===== src/prot_pkg.sv =====
/*
  Shared constants for the LED fault protection sequencer: fault counts,
  hold-value step limits, timing figures and the power state encoding.
  Assumes a 200 MHz system clock and a common protection tick.
*/
`default_nettype none
package prot_pkg;

  // system clock rate and internal reset strobe length
  localparam int unsigned CLK_MHZ = 200;
  localparam int unsigned RESET_STROBE_NS = 1000;
  localparam int unsigned RESET_STROBE_CYCLES = (RESET_STROBE_NS * CLK_MHZ) / 1000;
  localparam int unsigned RESET_STROBE_W = 8;

  // fault timer lengths in protection ticks
  localparam int unsigned OVP_LATCH_COUNT = 262152;
  localparam int unsigned SCP_LATCH_COUNT = 65536;
  localparam int unsigned LED_LATCH_COUNT = 65536;
  localparam int unsigned GND_SHORT_COUNT = 128;
  localparam int unsigned MASK_COUNT = 4;

  // channel count and hold-value quantisation
  localparam int unsigned NUM_CHANNELS = 6;
  localparam int unsigned OVP_HOLD_W = 5;
  localparam int unsigned FB_HOLD_W = 6;
  localparam logic [4:0] OVP_HOLD_STEPS = 5'h1E;
  localparam logic [5:0] FB_HOLD_STEPS = 6'h28;

  // values after reset
  localparam logic [4:0] OVP_HOLD_RESET = 5'h00;
  localparam logic [5:0] FB_HOLD_RESET = 6'h00;

  // power sequencing states
  typedef enum logic [1:0] {
    PS_OFF = 2'b00,
    PS_RUN = 2'b01,
    PS_DOWN = 2'b10
  } pwr_state_e;

endpackage : prot_pkg
`default_nettype wire


===== src/channel_fault_timer.sv =====
/*
  Per-channel LED fault timer: dimming-high mask, short/open detect timer,
  latches, pull-up request and ground-short escalation.
  Assumes detector inputs and tick are synchronous to clk.
*/
`timescale 1ns/10ps
`default_nettype none
module channel_fault_timer
  import prot_pkg::*;
#(
  parameter int unsigned DET_COUNT = LED_LATCH_COUNT
) (
  input wire logic clk,
  input wire logic rst,
  input wire logic clear,
  input wire logic tick,
  input wire logic armed,
  input wire logic dimming,
  input wire logic short_det,
  input wire logic open_det,
  output logic short_latched,
  output logic open_latched,
  output logic gnd_fault
);

  localparam int DW = $clog2(DET_COUNT + 1);
  localparam int GW = $clog2(GND_SHORT_COUNT + 1);
  localparam int MW = $clog2(MASK_COUNT + 1);

  logic [MW-1:0] mask_cnt_reg;
  logic [MW-1:0] mask_cnt_next;
  logic [DW-1:0] det_cnt_reg;
  logic [DW-1:0] det_cnt_next;
  logic [GW-1:0] gnd_cnt_reg;
  logic [GW-1:0] gnd_cnt_next;
  logic short_lat_reg;
  logic open_lat_reg;
  logic gnd_lat_reg;

  // mask and detect qualification
  wire mask_done = mask_cnt_reg == MW'(MASK_COUNT);
  wire any_lat = short_lat_reg | open_lat_reg;
  wire det_now = armed & mask_done & !any_lat & (short_det | open_det);
  wire det_done = det_now & tick & (det_cnt_reg == DW'(DET_COUNT - 1));
  wire gnd_run = open_lat_reg & open_det & !gnd_lat_reg;
  wire gnd_done = gnd_run & tick & (gnd_cnt_reg == GW'(GND_SHORT_COUNT - 1));

  // mask restarts at every dimming-high interval
  assign mask_cnt_next = !dimming ? '0 : (tick & !mask_done) ? mask_cnt_reg + 1'b1 : mask_cnt_reg;
  // detect timer holds while dimming is low, clears when the fault goes away
  assign det_cnt_next = det_now ? (tick ? det_cnt_reg + 1'b1 : det_cnt_reg) : (dimming ? '0 : det_cnt_reg);
  // pin still low with pull-up applied: count toward a system latch
  assign gnd_cnt_next = gnd_run ? (tick ? gnd_cnt_reg + 1'b1 : gnd_cnt_reg) : '0;

  // counters
  always_ff @(posedge clk) begin
    if (rst || clear) begin
      mask_cnt_reg <= '0;
      det_cnt_reg <= '0;
      gnd_cnt_reg <= '0;
    end else begin
      mask_cnt_reg <= mask_cnt_next;
      det_cnt_reg <= det_cnt_next;
      gnd_cnt_reg <= gnd_cnt_next;
    end
  end

  // latches: a new set wins over a clear in the same cycle
  always_ff @(posedge clk) begin
    if (rst) begin
      short_lat_reg <= 1'b0;
      open_lat_reg <= 1'b0;
      gnd_lat_reg <= 1'b0;
    end else begin
      short_lat_reg <= (short_lat_reg & !clear) | (det_done & short_det);
      open_lat_reg <= (open_lat_reg & !clear) | (det_done & open_det & !short_det);
      gnd_lat_reg <= (gnd_lat_reg & !clear) | gnd_done;
    end
  end

  assign short_latched = short_lat_reg;
  assign open_latched = open_lat_reg;
  assign gnd_fault = gnd_lat_reg;
endmodule : channel_fault_timer
`default_nettype wire


===== src/led_fault_protection_sequencer.sv =====
/*
  Protection and sequencing logic of a six-channel LED backlight driver:
  supply/enable sequencing, system fault timers, per-channel fault timers,
  converter gating, dimming hold values and the open-drain fault flag.
  Assumes all comparator results and the protection tick are synchronous
  to CLK; the analog converter and current regulation sit outside.
*/
`timescale 1ns/10ps
`default_nettype none
// Function
// - fault flag pulled low normally, released open after a timed fault latch
// - overvoltage lower trip runs timer, drop clears it, completion latches system
// - overvoltage upper trip stops converter at once, timer keeps running
// - output short stops converter, timer completion latches converter and LEDs off
// - dimming falling edge captures output-voltage level, 30 steps, held while low
// - channel short runs its timer, completion turns only that channel off
// - channel open runs its timer, completion stops only that channel
// - latched-open channel pulled up; still low 128 counts latches system
// - four-count mask at each dimming-high interval before LED timers run
// - step-up enabled at upper lockout threshold, disabled at lower one
// - enable toggles device, passing through off clears latched faults
// - fault timers keep counting during shutdown until shutdown completes; channel timers are held clear during the reset strobe
// - supply lockout upper threshold starts device, lower threshold stops all
// - current limit forcibly ends gate-drive switching
// - low frequency-set pin halts converter, resumes automatically
// - dimming falling edge captures feedback level, 40 steps, held while low
// - while dimming low in the run state, output-voltage sense serves as feedback source
// - soft-start completion ends soft start and arms LED protection
// - low current-set pin turns LEDs off and opens flag, recovery restores
// - enable going off issues brief internal reset, LED drivers keep going
module led_fault_protection_sequencer
  import prot_pkg::*;
#(
  parameter int unsigned OVP_COUNT = OVP_LATCH_COUNT,
  parameter int unsigned SCP_COUNT = SCP_LATCH_COUNT,
  parameter int unsigned LED_COUNT = LED_LATCH_COUNT,
  parameter int unsigned CH = NUM_CHANNELS
) (
  input wire logic CLK,
  input wire logic RST,
  input wire logic TICK,
  input wire logic STANDBY_ENABLE,
  input wire logic LOCKOUT_ABOVE_HI,
  input wire logic LOCKOUT_BELOW_LO,
  input wire logic STEPUP_ABOVE_HI,
  input wire logic STEPUP_BELOW_LO,
  input wire logic OVERVOLTAGE_ABOVE_LO,
  input wire logic OVERVOLTAGE_ABOVE_HI,
  input wire logic OUTPUT_SHORT_PROTECT,
  input wire logic INDUCTOR_CURRENT_LIMIT,
  input wire logic FREQUENCY_SET_LOW,
  input wire logic CURRENT_SET_LOW,
  input wire logic SOFTSTART_DONE,
  input wire logic SHUTDOWN_DONE,
  input wire logic [CH-1:0] DIMMING,
  input wire logic [CH-1:0] CHANNEL_SHORT,
  input wire logic [CH-1:0] CHANNEL_OPEN_FLAG,
  input wire logic [OVP_HOLD_W-1:0] OVERVOLTAGE_LEVEL,
  input wire logic [FB_HOLD_W-1:0] FEEDBACK_LEVEL,
  output logic FAULT_FLAG_O,
  output logic FAULT_FLAG_OE,
  output logic CONVERTER_ENABLE,
  output logic [CH-1:0] CHANNEL_OUTPUTS,
  output logic [CH-1:0] CHANNEL_PULLUP,
  output logic [OVP_HOLD_W-1:0] OVERVOLTAGE_HOLD,
  output logic [FB_HOLD_W-1:0] FEEDBACK_HOLD,
  output logic FEEDBACK_FROM_OVERVOLTAGE,
  output logic INTERNAL_RESET,
  output logic DEVICE_ACTIVE,
  output logic STEPUP_ENABLE,
  output logic LED_PROTECT_ARMED,
  output logic SYSTEM_LATCHED
);

  localparam int OW = $clog2(OVP_COUNT + 1);
  localparam int SW = $clog2(SCP_COUNT + 1);

  pwr_state_e state_reg;
  pwr_state_e state_next;
  logic supply_ok_reg;
  logic stepup_ok_reg;
  logic [RESET_STROBE_W-1:0] rst_cnt_reg;
  logic [RESET_STROBE_W-1:0] rst_cnt_next;
  logic [OW-1:0] ovp_cnt_reg;
  logic [OW-1:0] ovp_cnt_next;
  logic [SW-1:0] scp_cnt_reg;
  logic [SW-1:0] scp_cnt_next;
  logic sys_latch_reg;
  logic armed_reg;
  logic dim_prev_reg;
  logic [OVP_HOLD_W-1:0] ovp_hold_reg;
  logic [FB_HOLD_W-1:0] fb_hold_reg;
  logic conv_en_reg;
  logic [CH-1:0] ch_en_reg;
  logic flag_oe_reg;
  logic ireset_reg;
  logic act_reg;
  logic fbov_reg;
  logic [CH-1:0] ch_short_lat;
  logic [CH-1:0] ch_open_lat;
  logic [CH-1:0] ch_gnd;

  // power state decoding
  wire in_run = state_reg == PS_RUN;
  wire in_down = state_reg == PS_DOWN;
  wire in_off = state_reg == PS_OFF;
  wire enable_fall = in_run & !STANDBY_ENABLE;
  wire strobe_live = rst_cnt_reg != '0;
  wire latch_clear = strobe_live | in_off;

  // dimming edge and hold-value quantisation
  wire dim_any = |DIMMING;
  wire dim_fall = dim_prev_reg & !dim_any;
  wire [OVP_HOLD_W-1:0] ovp_capped = (OVERVOLTAGE_LEVEL > OVP_HOLD_STEPS) ? OVP_HOLD_STEPS : OVERVOLTAGE_LEVEL;
  wire [FB_HOLD_W-1:0] fb_capped = (FEEDBACK_LEVEL > FB_HOLD_STEPS) ? FB_HOLD_STEPS : FEEDBACK_LEVEL;

  // system fault timers
  wire ovp_run = OVERVOLTAGE_ABOVE_LO & !sys_latch_reg & !in_off;
  wire ovp_done = ovp_run & TICK & (ovp_cnt_reg == OW'(OVP_COUNT - 1));
  wire scp_run = OUTPUT_SHORT_PROTECT & !sys_latch_reg & !in_off;
  wire scp_done = scp_run & TICK & (scp_cnt_reg == SW'(SCP_COUNT - 1));
  wire gnd_any = |ch_gnd;
  wire ch_any_lat = |(ch_short_lat | ch_open_lat);

  // converter gating and channel drive terms
  wire conv_stop = OVERVOLTAGE_ABOVE_HI | OUTPUT_SHORT_PROTECT | INDUCTOR_CURRENT_LIMIT | FREQUENCY_SET_LOW;
  wire conv_allow = in_run & stepup_ok_reg & !sys_latch_reg & !conv_stop;
  wire led_allow = (in_run | in_down) & !sys_latch_reg & !CURRENT_SET_LOW;
  wire [CH-1:0] ch_allow = {CH{led_allow}} & ~(ch_short_lat | ch_open_lat);
  wire flag_open = sys_latch_reg | ch_any_lat | CURRENT_SET_LOW;

  // power sequencing
  always_comb begin
    state_next = state_reg;
    case (state_reg)
      PS_OFF: begin
        if (supply_ok_reg && STANDBY_ENABLE) begin
          state_next = PS_RUN;
        end
      end
      PS_RUN: begin
        if (!supply_ok_reg) begin
          state_next = PS_OFF;
        end else if (!STANDBY_ENABLE) begin
          state_next = PS_DOWN;
        end
      end
      PS_DOWN: begin
        if (!supply_ok_reg || SHUTDOWN_DONE) begin
          state_next = PS_OFF;
        end else if (STANDBY_ENABLE) begin
          state_next = PS_RUN;
        end
      end
      default: begin
        state_next = PS_OFF;
      end
    endcase
  end

  always_ff @(posedge CLK) begin
    if (RST) begin
      state_reg <= PS_OFF;
    end else begin
      state_reg <= state_next;
    end
  end

  // supply lockout and step-up hysteresis
  always_ff @(posedge CLK) begin
    if (RST) begin
      supply_ok_reg <= 1'b0;
      stepup_ok_reg <= 1'b0;
    end else begin
      supply_ok_reg <= LOCKOUT_ABOVE_HI | (supply_ok_reg & !LOCKOUT_BELOW_LO);
      stepup_ok_reg <= STEPUP_ABOVE_HI | (stepup_ok_reg & !STEPUP_BELOW_LO);
    end
  end

  // internal reset strobe when enable goes away
  assign rst_cnt_next = enable_fall ? RESET_STROBE_W'(RESET_STROBE_CYCLES) : strobe_live ? rst_cnt_reg - 1'b1 : '0;

  always_ff @(posedge CLK) begin
    if (RST) begin
      rst_cnt_reg <= '0;
      ireset_reg <= 1'b0;
    end else begin
      rst_cnt_reg <= rst_cnt_next;
      ireset_reg <= rst_cnt_next != '0;
    end
  end

  // overvoltage and short timers; kept through shutdown, cleared when off, when their sense drops or once the system latches
  assign ovp_cnt_next = ovp_run ? (TICK ? ovp_cnt_reg + 1'b1 : ovp_cnt_reg) : '0;
  assign scp_cnt_next = scp_run ? (TICK ? scp_cnt_reg + 1'b1 : scp_cnt_reg) : '0;

  always_ff @(posedge CLK) begin
    if (RST || in_off) begin
      ovp_cnt_reg <= '0;
      scp_cnt_reg <= '0;
    end else begin
      ovp_cnt_reg <= ovp_cnt_next;
      scp_cnt_reg <= scp_cnt_next;
    end
  end

  // system latch: a new fault wins over the clear
  always_ff @(posedge CLK) begin
    if (RST) begin
      sys_latch_reg <= 1'b0;
    end else begin
      sys_latch_reg <= (sys_latch_reg & !latch_clear) | ovp_done | scp_done | gnd_any;
    end
  end

  // soft-start completion arms the LED protection
  always_ff @(posedge CLK) begin
    if (RST) begin
      armed_reg <= 1'b0;
    end else begin
      armed_reg <= !in_off & (armed_reg | (in_run & SOFTSTART_DONE));
    end
  end

  // dimming hold values captured at the falling edge
  always_ff @(posedge CLK) begin
    if (RST) begin
      dim_prev_reg <= 1'b0;
      ovp_hold_reg <= OVP_HOLD_RESET;
      fb_hold_reg <= FB_HOLD_RESET;
    end else begin
      dim_prev_reg <= dim_any;
      if (dim_fall) begin
        ovp_hold_reg <= ovp_capped;
        fb_hold_reg <= fb_capped;
      end
    end
  end

  // registered drive outputs
  always_ff @(posedge CLK) begin
    if (RST) begin
      conv_en_reg <= 1'b0;
      ch_en_reg <= '0;
      flag_oe_reg <= 1'b0;
    end else begin
      conv_en_reg <= conv_allow;
      ch_en_reg <= ch_allow;
      flag_oe_reg <= !flag_open;
    end
  end

  // registered run status and feedback source select
  always_ff @(posedge CLK) begin
    if (RST) begin
      act_reg <= 1'b0;
      fbov_reg <= 1'b0;
    end else begin
      act_reg <= state_next == PS_RUN;
      fbov_reg <= !dim_any & (state_next == PS_RUN);
    end
  end

  // per-channel fault timers sharing the tick
  for (genvar i = 0; i < CH; i++) begin : g_ch
    channel_fault_timer #(
      .DET_COUNT(LED_COUNT)
    ) u_timer (
      .clk(CLK),
      .rst(RST),
      .clear(latch_clear),
      .tick(TICK),
      .armed(armed_reg & led_allow),
      .dimming(DIMMING[i]),
      .short_det(CHANNEL_SHORT[i]),
      .open_det(CHANNEL_OPEN_FLAG[i]),
      .short_latched(ch_short_lat[i]),
      .open_latched(ch_open_lat[i]),
      .gnd_fault(ch_gnd[i])
    );
  end

  // output wiring, all from flip-flops except the constant-low FAULT_FLAG_O
  assign FAULT_FLAG_O = 1'b0;
  assign FAULT_FLAG_OE = flag_oe_reg;
  assign CONVERTER_ENABLE = conv_en_reg;
  assign CHANNEL_OUTPUTS = ch_en_reg;
  assign CHANNEL_PULLUP = ch_open_lat;
  assign OVERVOLTAGE_HOLD = ovp_hold_reg;
  assign FEEDBACK_HOLD = fb_hold_reg;
  assign FEEDBACK_FROM_OVERVOLTAGE = fbov_reg;
  assign INTERNAL_RESET = ireset_reg;
  assign DEVICE_ACTIVE = act_reg;
  assign STEPUP_ENABLE = stepup_ok_reg;
  assign LED_PROTECT_ARMED = armed_reg;
  assign SYSTEM_LATCHED = sys_latch_reg;
endmodule : led_fault_protection_sequencer
`default_nettype wire


===== config.mk =====
export PLATFORM = sky130hd
export DESIGN_NAME = led_fault_protection_sequencer
export DESIGN_NICKNAME = d
export VERILOG_FILES = /design/src/prot_pkg.sv /design/src/channel_fault_timer.sv /design/src/led_fault_protection_sequencer.sv
export SDC_FILE = /design/constraint.sdc
export NUM_CORES = 1
export LEC_CHECK = 0
export BUFFER_PORTS_ARGS = -buffer_cell sky130_fd_sc_hd__buf_4
export CAP_MARGIN = 25
export CORE_MARGIN = 10
export CORE_UTILIZATION = 29
export DETAILED_ROUTE_END_ITERATION = 8
export GPL_TIMING_DRIVEN = 0
export PLACE_DENSITY = 0.46
export SLEW_MARGIN = 20
export SYNTH_ARGS = -nofsm -noshare
export SYNTH_HDL_FRONTEND = slang
export SYNTH_SLANG_ARGS = --single-unit

===== constraint.sdc =====
create_clock -name CLK -period 5.9 [get_ports CLK]
set_input_delay 1.475 -clock CLK [delete_from_list [all_inputs] [get_ports CLK]]
set_output_delay 1.475 -clock CLK [all_outputs]
set_load 0.1 [all_outputs]

# Word level (Yosys, flattened, before mapping)

Index checks and enable logic that the tools add are counted.

Register bits: 259
Bits of input ports: 45
Word-level logic and storage cells: 382

Add/sub/neg operators: 21
Multiplexer cells: 28
Reduce and logical (&&, ||, !) cells: 71
Eq/ne operators: 29
Magnitude comparators: 2
Bitwise gates (word level): 178

Operators by type and width:

| operator                                               | count |
|---|---|
| two-way mux 17 bit                                     | 18 |
| adder 17 x 1 -> 17 bit (second input constant)         | 7 |
| equality test 17 x 16 -> 1 bit (second input constant) | 7 |
| bitwise AND 1 bit                                      | 118 |
| adder 8 x 1 -> 8 bit (second input constant)           | 6 |
| equality test 8 x 7 -> 1 bit (second input constant)   | 6 |
| OR 1 bit                                               | 43 |
| logical NOT 1 bit                                      | 35 |
| OR reduction 2 bit                                     | 14 |
| adder 19 x 1 -> 19 bit (second input constant)         | 1 |
| equality test 19 bit (second input constant)           | 1 |
| adder 3 x 1 -> 3 bit (second input constant)           | 6 |
| equality test 3 bit (second input constant)            | 6 |
| OR reduction 6 bit                                     | 3 |
| two-way mux 8 bit                                      | 2 |
| nonzero test 8 bit                                     | 2 |
| inverter 1 bit                                         | 14 |
| != test 2 bit (second input constant)                  | 6 |
| AND reduction 2 bit                                    | 6 |
| nonzero test 2 bit                                     | 6 |
| two-way mux 2 bit                                      | 5 |
| subtractor 8 x 1 -> 8 bit (second input constant)      | 1 |
| bitwise AND 6 bit                                      | 1 |
| > comparator 6 bit (second input constant)             | 1 |
| other kinds (11)                                       | 14 |

# Logic depth before layout (Yosys ltp)

Gate-level depths: netlist of the first run.

Depth after elaboration: 13
Depth in mapped cells: 10
Mapped depth without buffers: 9

# Modules after synthesis

From an unflattened synthesis of the first run, not the netlist that was laid out.

Cells, all modules: 1473
Area, all modules: 12673.4 sq um

By module, submodules not included:

| module                                    | instances | area an instance (sq um) | cells each | seq. area each (sq um) |
|---|---|---|---|---|
| channel_fault_timer (g_ch[0].u_timer ...) | 5         | 1579.0                   | 184        | 620.6 |
| led_fault_protection_sequencer            | 1         | 3255.6                   | 381        | 1461.4 |
| channel_fault_timer (g_ch[5].u_timer)     | 1         | 1522.7                   | 172        | 620.6 |

# Least setup slack after synthesis of the first run

OpenSTA, ideal clock, no wires.

Path kind: input -> register
Start: input CURRENT_SET_LOW
End: register g_ch[4].u_timer.det_cnt_reg[14]
Slack: 2.926 ns
Arrival: 2.847 ns
Cell stages on the path: 7
Data required time: 5.773 ns
Buffers on the path: 2
Path through: nand4bb_4 > buf_6 > nor4_4 > buf_6 > nand4_1 > nand3_1 > o31ai_2

Word-level cells in the longest chain between the ends: 8
Elaborated cells on any way between the ends: 10

RTL lines:

| item                                                                 | line                                  | RTL |
|---|---|---|
| start: declaration                                                   | led_fault_protection_sequencer.sv:52  | `input wire logic CURRENT_SET_LOW,` |
| logical NOT 1 bit *                                                  | led_fault_protection_sequencer.sv:128 | `wire led_allow = (in_run \| in_down) & !sys_latch_reg & !CURRENT_SET_LOW;` |
| bitwise AND 1 bit *                                                  | led_fault_protection_sequencer.sv:128 |  |
| bitwise AND 1 bit *                                                  | led_fault_protection_sequencer.sv:273 | `.armed(armed_reg & led_allow),` |
| bitwise AND 1 bit * (3 in series)                                    | channel_fault_timer.sv:43             | `wire det_now = armed & mask_done & !any_lat & (short_det \| open_det);` |
| != test 2 bit (no source line) or nonzero test 2 bit (tied branches) | -                                     |  |
| AND reduction 2 bit (no source line)                                 | -                                     |  |
| end signal: assignment                                               | channel_fault_timer.sv:63             | `det_cnt_reg <= det_cnt_next;` |
| end: declaration                                                     | channel_fault_timer.sv:32             | `logic [DW-1:0] det_cnt_reg;` |

Every way passes the cells marked *; elsewhere a longest branch is shown, timed or not.
A chain may end at the register's enable or synchronous reset.

# Worst setup path after layout of the first run

Start: input RST
End: register g_ch[3].u_timer.det_cnt_reg[3]

Word-level cells in the longest chain between the ends: 1

RTL lines:

| item                   | line                                 | RTL |
|---|---|---|
| start: declaration     | led_fault_protection_sequencer.sv:40 | `input wire logic RST,` |
| logical OR 1 bit       | channel_fault_timer.sv:57            | `if (rst \|\| clear) begin` |
| end signal: assignment | channel_fault_timer.sv:63            |  |
| end: declaration       | channel_fault_timer.sv:32            |  |

Every way passes these cells.

==> results of run 1 <==
worst register-to-register path, stage by stage, from the launching register on:
cell	delay, ns
dfxtp_1	0.38
inv_1	0.08
ha_1	0.19
clkbuf_1	0.22
nor4b_1	0.40
nand3b_1	0.46
buf_2	0.41
clkbuf_1	0.37
o31ai_1	0.36
layout make-up:
cell class / count / share of cell area
clock inverters: 6 / 0.00775
repair buffers: 74 / 0.0395
well taps: 525 / 0.0467
flip-flops and latches: 259 / 0.369
clock buffers: 50 / 0.0688
diodes: 1 / 0.000178
inverters: 40 / 0.0107
multi-input cells: 995 / 0.439
plain buffers: 53 / 0.0180
cells by family (layout without fill, tap and decap cells):
family	Yosys count	count (layout)
xor gates and xnor gates	89	89
AOI/OAI and AO/OA	199	199
other	1	2
muxes	17	17
buffers and inverters	93	223
adders and majority gates	39	39
DFF	259	259
and+or+nand+nor	650	650
cells in the final DEF (no fill, tap or decap), types with 6 or more instances in the layout:
cell type	n
clkbuf_8	12
clkbuf_1	35
buf_1	6
nand2b_1	6
inv_1	39
o31ai_1	40
nor4_1	8
or3_1	17
buf_2	10
a31oi_1	12
dfxtp_1	259
nand4b_1	19
o211ai_1	26
mux2i_1	15
nand4_1	65
nand3_1	93
nor2_1	197
xor2_1	47
o21ai_0	17
a22oi_1	9
nand3b_1	6
xnor2_1	42
clkbuf_16	31
ha_1	39
and3_1	29
a21oi_1	54
and4_1	12
nand2_1	120
buf_4	81
o41ai_1	25
nor3_1	33
worst min-delay path by stage:
stage	slack [ns]	to	cells past startpoint	from
after floorplan	0.41	g_ch[1].u_timer.short_latched	2	g_ch[1].u_timer.short_latched
after global placement	0.42	g_ch[5].u_timer.short_latched	2	g_ch[5].u_timer.short_latched
after detailed placement	0.42	g_ch[1].u_timer.short_latched	2	g_ch[1].u_timer.short_latched
after CTS	0.43	g_ch[1].u_timer.short_latched	2	g_ch[1].u_timer.short_latched
after global routing	0.47	g_ch[5].u_timer.short_latched	2	g_ch[5].u_timer.short_latched
final	0.43	g_ch[1].u_timer.short_latched	2	g_ch[1].u_timer.short_latched
routing by layer:
layer,vias to the layer above,routed length (um),part of all wire
met2,129,15300,0.46
met1,4726,16000,0.48
li1,5102,-,-
met3,62,1090,0.033
met5,-,7,0.00021
met4,2,833,0.025
through the flow:
step                      utilization  cells  worst slack, ns
after CTS                       0.352   2002             2.37
final                           0.352   2003             2.46
after global placement          0.325   1946             1.81
after floorplan                     -   1347             2.93
after detailed placement        0.325   1946             1.75
after global routing            0.352   2002             2.27
power by group through the flow:
stage,combinational [mW],sequential (mW),clock [mW]
after floorplan,0.193,1.88,0
after global placement,0.343,1.85,0
after detailed placement,0.345,1.85,0
after CTS,0.346,1.81,2.06
after global routing,0.384,1.82,2.12
final,0.342,1.81,2.01
==> results.tsv, run 1 <==
metric	value	unit
status	complete, no violations	
relSlewSlack	0.426	
synthTopCellsByCount	259 x dfxtp_1, 197 x nor2_1, 120 x nand2_1, 93 x nand3_1, 65 x nand4_1	
met1_usage	0.170	
slowest_stage	clkbuf_1	
max_stage_delay	0.63	ns
viasPerCell	5.00	
cts.clk_slew.worst_paths	0.06	ns
dieArea	49000	um2
crit_path_cell_trace	clkbuf_1 > nor4b_1 > nand3b_1 > clkbuf_1 > clkbuf_1 > a21oi_1	
async_reset_ff_frac	0	
clock_power_share	0.482	
start_util	0.295	
drtAntennaViolNets	0	
ios	77	
grt_max_degree	16	
r2r_slack	2.91	ns
vdd_drop_max	250	uV
endpoint_kind	flip-flop	
tns	0	ns
synthTopCellsByArea	dfxtp_1 44%, nor2_1 6.3%, ha_1 4.1%	
clock_sink_count	259	
busiest_layer	met2	
syn_nets	1431	
synth.largest_area_cell	dfxtp_1	
grt_use_met3	0.0203	
first_pass_iters	5	
met2_usage	0.217	
max_freq	290	MHz
rows	73	
cts_hold_buffers	0	
ff2ff_path_depth	8	
overflow	0	
drc	0	
synth_top_family_by_area	simple AND/OR/NAND/NOR gates	
drv_cap	0	
yosysMostFrequentCell	dfxtp_1	
htree_levels	1	
largest_reg_flops	102	
vias	10021	
final_area	14100	um2
finalWirelength	33200	um
yosysSeqAreaShare	0.441	
synth-compound-area-share	0.115	
net-switching-power	1.02	mW
power_frac_seq	0.436	
path_delay_family	buffers and inverters	
p_comb_frac	0.082	
r2r_start	state_reg[0]	
antenna_found_initial	1	
cp-startpoint	RST	
p_leak	4.76	nW
crit_type	in2reg	
multi_input_area	6170	um2
synth_edf_count	0	
core_area	39900	um2
synthXorXnorAreaFrac	0.0663	
syn_area	11800	um2
ctsResizeCount	0	
grt_setup_unrepaired	no	
crit_cells	6	
synthCells	1347	
fillerInstances	4128	
cts_tree	yes	
r2r_end	g_ch[2].u_timer.det_cnt_reg[15]	
cpMostUsedCell	clkbuf_1	
syn_area_per_cell	8.73	um2
seqCellArea	5180	um2
cts_setup_buffers	0	
gp_congestion	0.781	
p_int	3.14	mW
finalCritPeriodShare	0.583	
clock_latency	0.59	ns
drtIter0Drc	563	
finClkSkew	0.0243	ns
crit_path_end	g_ch[3].u_timer.det_cnt_reg[3]	
grt_pass1_vias	9534	
synth_simple_gate_area_frac	0.287	
grt_pass1_wl	52800	um
whs	0.433	ns
switching_share	0.246	
ys_seq_elements	259	
hold_class	reg2reg	
arrival	3.86	ns
p_total	4.16	mW
yosysUniqueCellTypes	64	
placed_area	13000	um2
crit_fanout	10	
drive_above_1_share	0.115	
synth_fa_ha_area_frac	0.0415	
netlist.area_leader.share	0.441	
die-width	221	um
clockBufferDepth	3	
setup_violations	0	
die-height	221	um
fin_crit	3.44	ns
numPortBuffers	74	
wire_per_inst	16.6	um
root_buffer	clkbuf_16	
drv_slew	0	
path_buf_inv	3	
worst_pin_slew	0.855	ns
grt_use_total	0.130	
synth_mux_area_frac	0.0147	
p_per_area	296	nW/um2
nets	1538	
hold_violations	0	
numCtsBuffers	31	
ys_warn_count	0	
critPathRequiredTime	6.32	ns
area_growth	19.5	%
dp_hpwl	23500	um
start_kind	input port	
synth-main-ff-cell	dfxtp_1	
Note: power is estimated with default switching activity, not from simulation.
==> run 2: changes to the inputs <==
--- a/config.mk
+++ b/config.mk
@@ -5,13 +5,14 @@
 export SDC_FILE = /design/constraint.sdc
 export NUM_CORES = 1
 export LEC_CHECK = 0
+export ABC_AREA = 1
 export BUFFER_PORTS_ARGS = -buffer_cell sky130_fd_sc_hd__buf_4
 export CAP_MARGIN = 25
 export CORE_MARGIN = 10
 export CORE_UTILIZATION = 29
 export DETAILED_ROUTE_END_ITERATION = 8
 export GPL_TIMING_DRIVEN = 0
-export PLACE_DENSITY = 0.46
+export PLACE_DENSITY = 0.48
 export SLEW_MARGIN = 20
 export SYNTH_ARGS = -nofsm -noshare
 export SYNTH_HDL_FRONTEND = slang
==> constraint.sdc (replaced) <==
create_clock -name CLK -period 3 [get_ports CLK]
set_input_delay 0.75 -clock CLK [delete_from_list [all_inputs] [get_ports CLK]]
set_output_delay 0.75 -clock CLK [all_outputs]
set_load 0.1 [all_outputs]
==> run 2 against run 1 <==
Final area increased by 7.7%. Clock skew decreased by 0.0026 ns. Sequential power increased by 96%. Non-clock buffer count decreased by 6. Critical path type is now reg2reg. Critical endpoint is now scp_cnt_reg[8]. Highest routed layer unchanged.
==> results.tsv, run 2 <==
metric	value	unit	change
grt_max_degree	12		-4
die-height	230	um	+3.8%
synth_top_family_by_area	simple AND/OR/NAND/NOR gates		
crit_path_cell_trace	inv_1 > ha_1 > inv_1 > nand3_1 > nor2_1 > clkinv_1 > nor3_1		
hold_violations	0		unchanged
ys_warn_count	0		unchanged
grt_setup_unrepaired	no		
root_buffer	clkbuf_16		
pre_cts_ws	0.246	ns	-1.50 ns
drive_above_1_share	0.102		-0.0135
netlist.area_leader.share	0.406		-0.0345
overflow	0		unchanged
numCtsBuffers	34		+9.7%
tns	0	ns	unchanged
grt_pass1_vias	11189		+17%
drtIter0Drc	600		+6.6%
setup_violations	0		unchanged
max_freq	405	MHz	
p_leak	5.51	nW	+16%
synthTopCellsByCount	430 x nand2_1, 267 x nor2_1, 259 x dfxtp_1, 206 x inv_1, 126 x nand3_1		
clock_latency	0.54	ns	-0.05 ns
yosysSeqAreaShare	0.406		-0.0345
synth_fa_ha_area_frac	0.0382		-0.00325
ctsResizeCount	0		unchanged
drc	0		unchanged
synth-main-ff-cell	dfxtp_1		
endpoint_kind	flip-flop		
clock_sink_count	259		unchanged
vias	11725		+17%
viasPerCell	4.59		-8.2%
wire_per_inst	14.3	um	-14%
cts.clk_slew.worst_paths	0.06	ns	about the same
cts_hold_buffers	0		unchanged
area_growth	18.6	%	
antenna_found_initial	2		+1
nets	2028		+32%
max_stage_delay	0.59	ns	-0.04 ns
async_reset_ff_frac	0		unchanged
worst_pin_slew	0.816	ns	-0.0388 ns
gp_congestion	0.807		+3.4%
relSlewSlack	0.456		+0.0293
syn_area_per_cell	6.95	um2	-20%
yosysUniqueCellTypes	53		-17%
vdd_drop_max	284	uV	+14%
synth_simple_gate_area_frac	0.336		+0.0486
core_area	43300	um2	+8.4%
first_pass_iters	5		unchanged
setup_slack	0.532	ns	-1.93 ns
dieArea	52800	um2	+7.7%
synthTopCellsByArea	dfxtp_1 41%, nand2_1 13%, nor2_1 7.9%		
start_kind	flip-flop		
ys_seq_elements	259		unchanged
diodes	0		-1
drtAntennaViolNets	0		unchanged
start_util	0.295		about the same
cts_setup_buffers	0		unchanged
synth_edf_count	0		unchanged
synthXorXnorAreaFrac	0.0336		-0.0326
status	complete, no violations		
critPathRequiredTime	3.44	ns	-2.88 ns
arrival	2.91	ns	-0.95 ns
hold_class	in2reg		
slowest_stage	nor2_1		
finalWirelength	36600	um	+10%
crit_fanout	10		unchanged
cpMostUsedCell	inv_1		
fin_crit	2.47	ns	
yosysMostFrequentCell	nand2_1		
synth-compound-area-share	0.0984		-0.0168
numPortBuffers	73		-1.4%
syn_area	12800	um2	+8.5%
dp_hpwl	27000	um	+15%
fillerInstances	4682		+13%
multi_input_area	6460	um2	+4.6%
cts_tree	yes		
largest_reg_flops	102		unchanged
rows	76		+4.1%
drv_slew	0		unchanged
final_cell_mix	430 x nand2_1, 267 x nor2_1, 259 x dfxtp_1, 206 x inv_1, 126 x nand3_1		
synth_mux_area_frac	0		-0.0147
layout_commonest_cell	nand2_1		
seqCellArea	5180	um2	unchanged
finalCritPeriodShare	0.823		
syn_nets	1919		+34%
finClkSkew	0.0217	ns	-0.00260 ns
grt_pass1_wl	58800	um	+11%
drv_cap	0		unchanged
die-width	230	um	+3.8%
grt_use_total	0.138		+0.00759
ios	77		unchanged
crit_type	reg2reg		
htree_levels	2		+1
synth.largest_area_cell	dfxtp_1		
p_per_area	552	nW/um2	+86%
clockBufferDepth	3		unchanged
synthCells	1835		+36%
==> run 2: cell count changes after synthesis, sizes merged, moves of 24 or more <==
cell    before  now
a21oi       54  121
and3        29    2
inv         40  215
nand2      120  437
nand3       95  128
nor2       201  280
o211ai      26    2
o21ai       17   84
o31ai       42    0
xnor2       42   16
==> run 2: final cells by class <==
| class | instances | area share |
|---|---|---|
| Inverter | 220 | 0.0548 |
| Sequential cell | 259 | 0.343 |
| Timing Repair Buffer | 73 | 0.0362 |
| Tap cell | 585 | 0.0484 |
| Buffer | 48 | 0.0190 |
| Clock buffer | 57 | 0.0714 |
| Clock inverter | 3 | 0.00116 |
| Multi-Input combinational cell | 1308 | 0.427 |
==> run 2: power breakdown <==
group | internal [mW] | total [mW] | switching, mW
sequential | 3.50 | 3.55 | 0.0468
combinational | 0.250 | 0.820 | 0.570
clock | 2.44 | 3.98 | 1.54
==> run 2: cell families after synthesis <==
group,Yosys count
buf+inv,268
compound gates,235
simple gates,984
fa+ha+maj,39
flops,259
xor+xnor,49
other cells,1
==> run 2: layer usage <==
| layer | vias to the layer above | global-route usage | routed length (um) |
|---|---|---|---|
| met2 | 134 | 0.232 | 17000 |
| met3 | 63 | 0.0234 | 1200 |
| met4 | 4 | 0.0506 | 1030 |
| li1 | 6151 | - | - |
| met5 | - | 0 | 23 |
| met1 | 5373 | 0.173 | 17300 |
==> run 2: path summary, 6_finish.rpt <==
kind | from | to | slack, ns | depth (start not counted)
worst max-delay path | state_reg[0] | scp_cnt_reg[8] | 0.53 | 7
worst min-delay path | STEPUP_ABOVE_HI | STEPUP_ENABLE | 0.41 | 3
worst max register to register | state_reg[0] | scp_cnt_reg[8] | 0.53 | 7
worst min register to register | g_ch[0].u_timer.gnd_cnt_reg[7] | g_ch[0].u_timer.gnd_fault | 0.43 | 1
==> run 2: worst max-delay path, delay by kind of cell, from the launching register on <==
kind	cells	cell delay, ns
fa+ha+maj	1	0.27
buf+inv	3	0.69
flops	1	0.42
simple gates	3	1.00
==> run 2: through the flow <==
stage / instance area [um2] / utilization / hold slack [ns] / power, mW / cells
floorplan: 12800 / - / 0.419 / 4.19 / 1835
global placement: 14000 / 0.324 / 0.433 / 4.45 / 2493
detailed placement: 14000 / 0.324 / 0.436 / 4.45 / 2493
CTS: 15100 / 0.350 / 0.384 / 8.51 / 2553
global route: 15100 / 0.350 / 0.415 / 8.74 / 2553
finish: 15100 / 0.350 / 0.413 / 8.35 / 2553
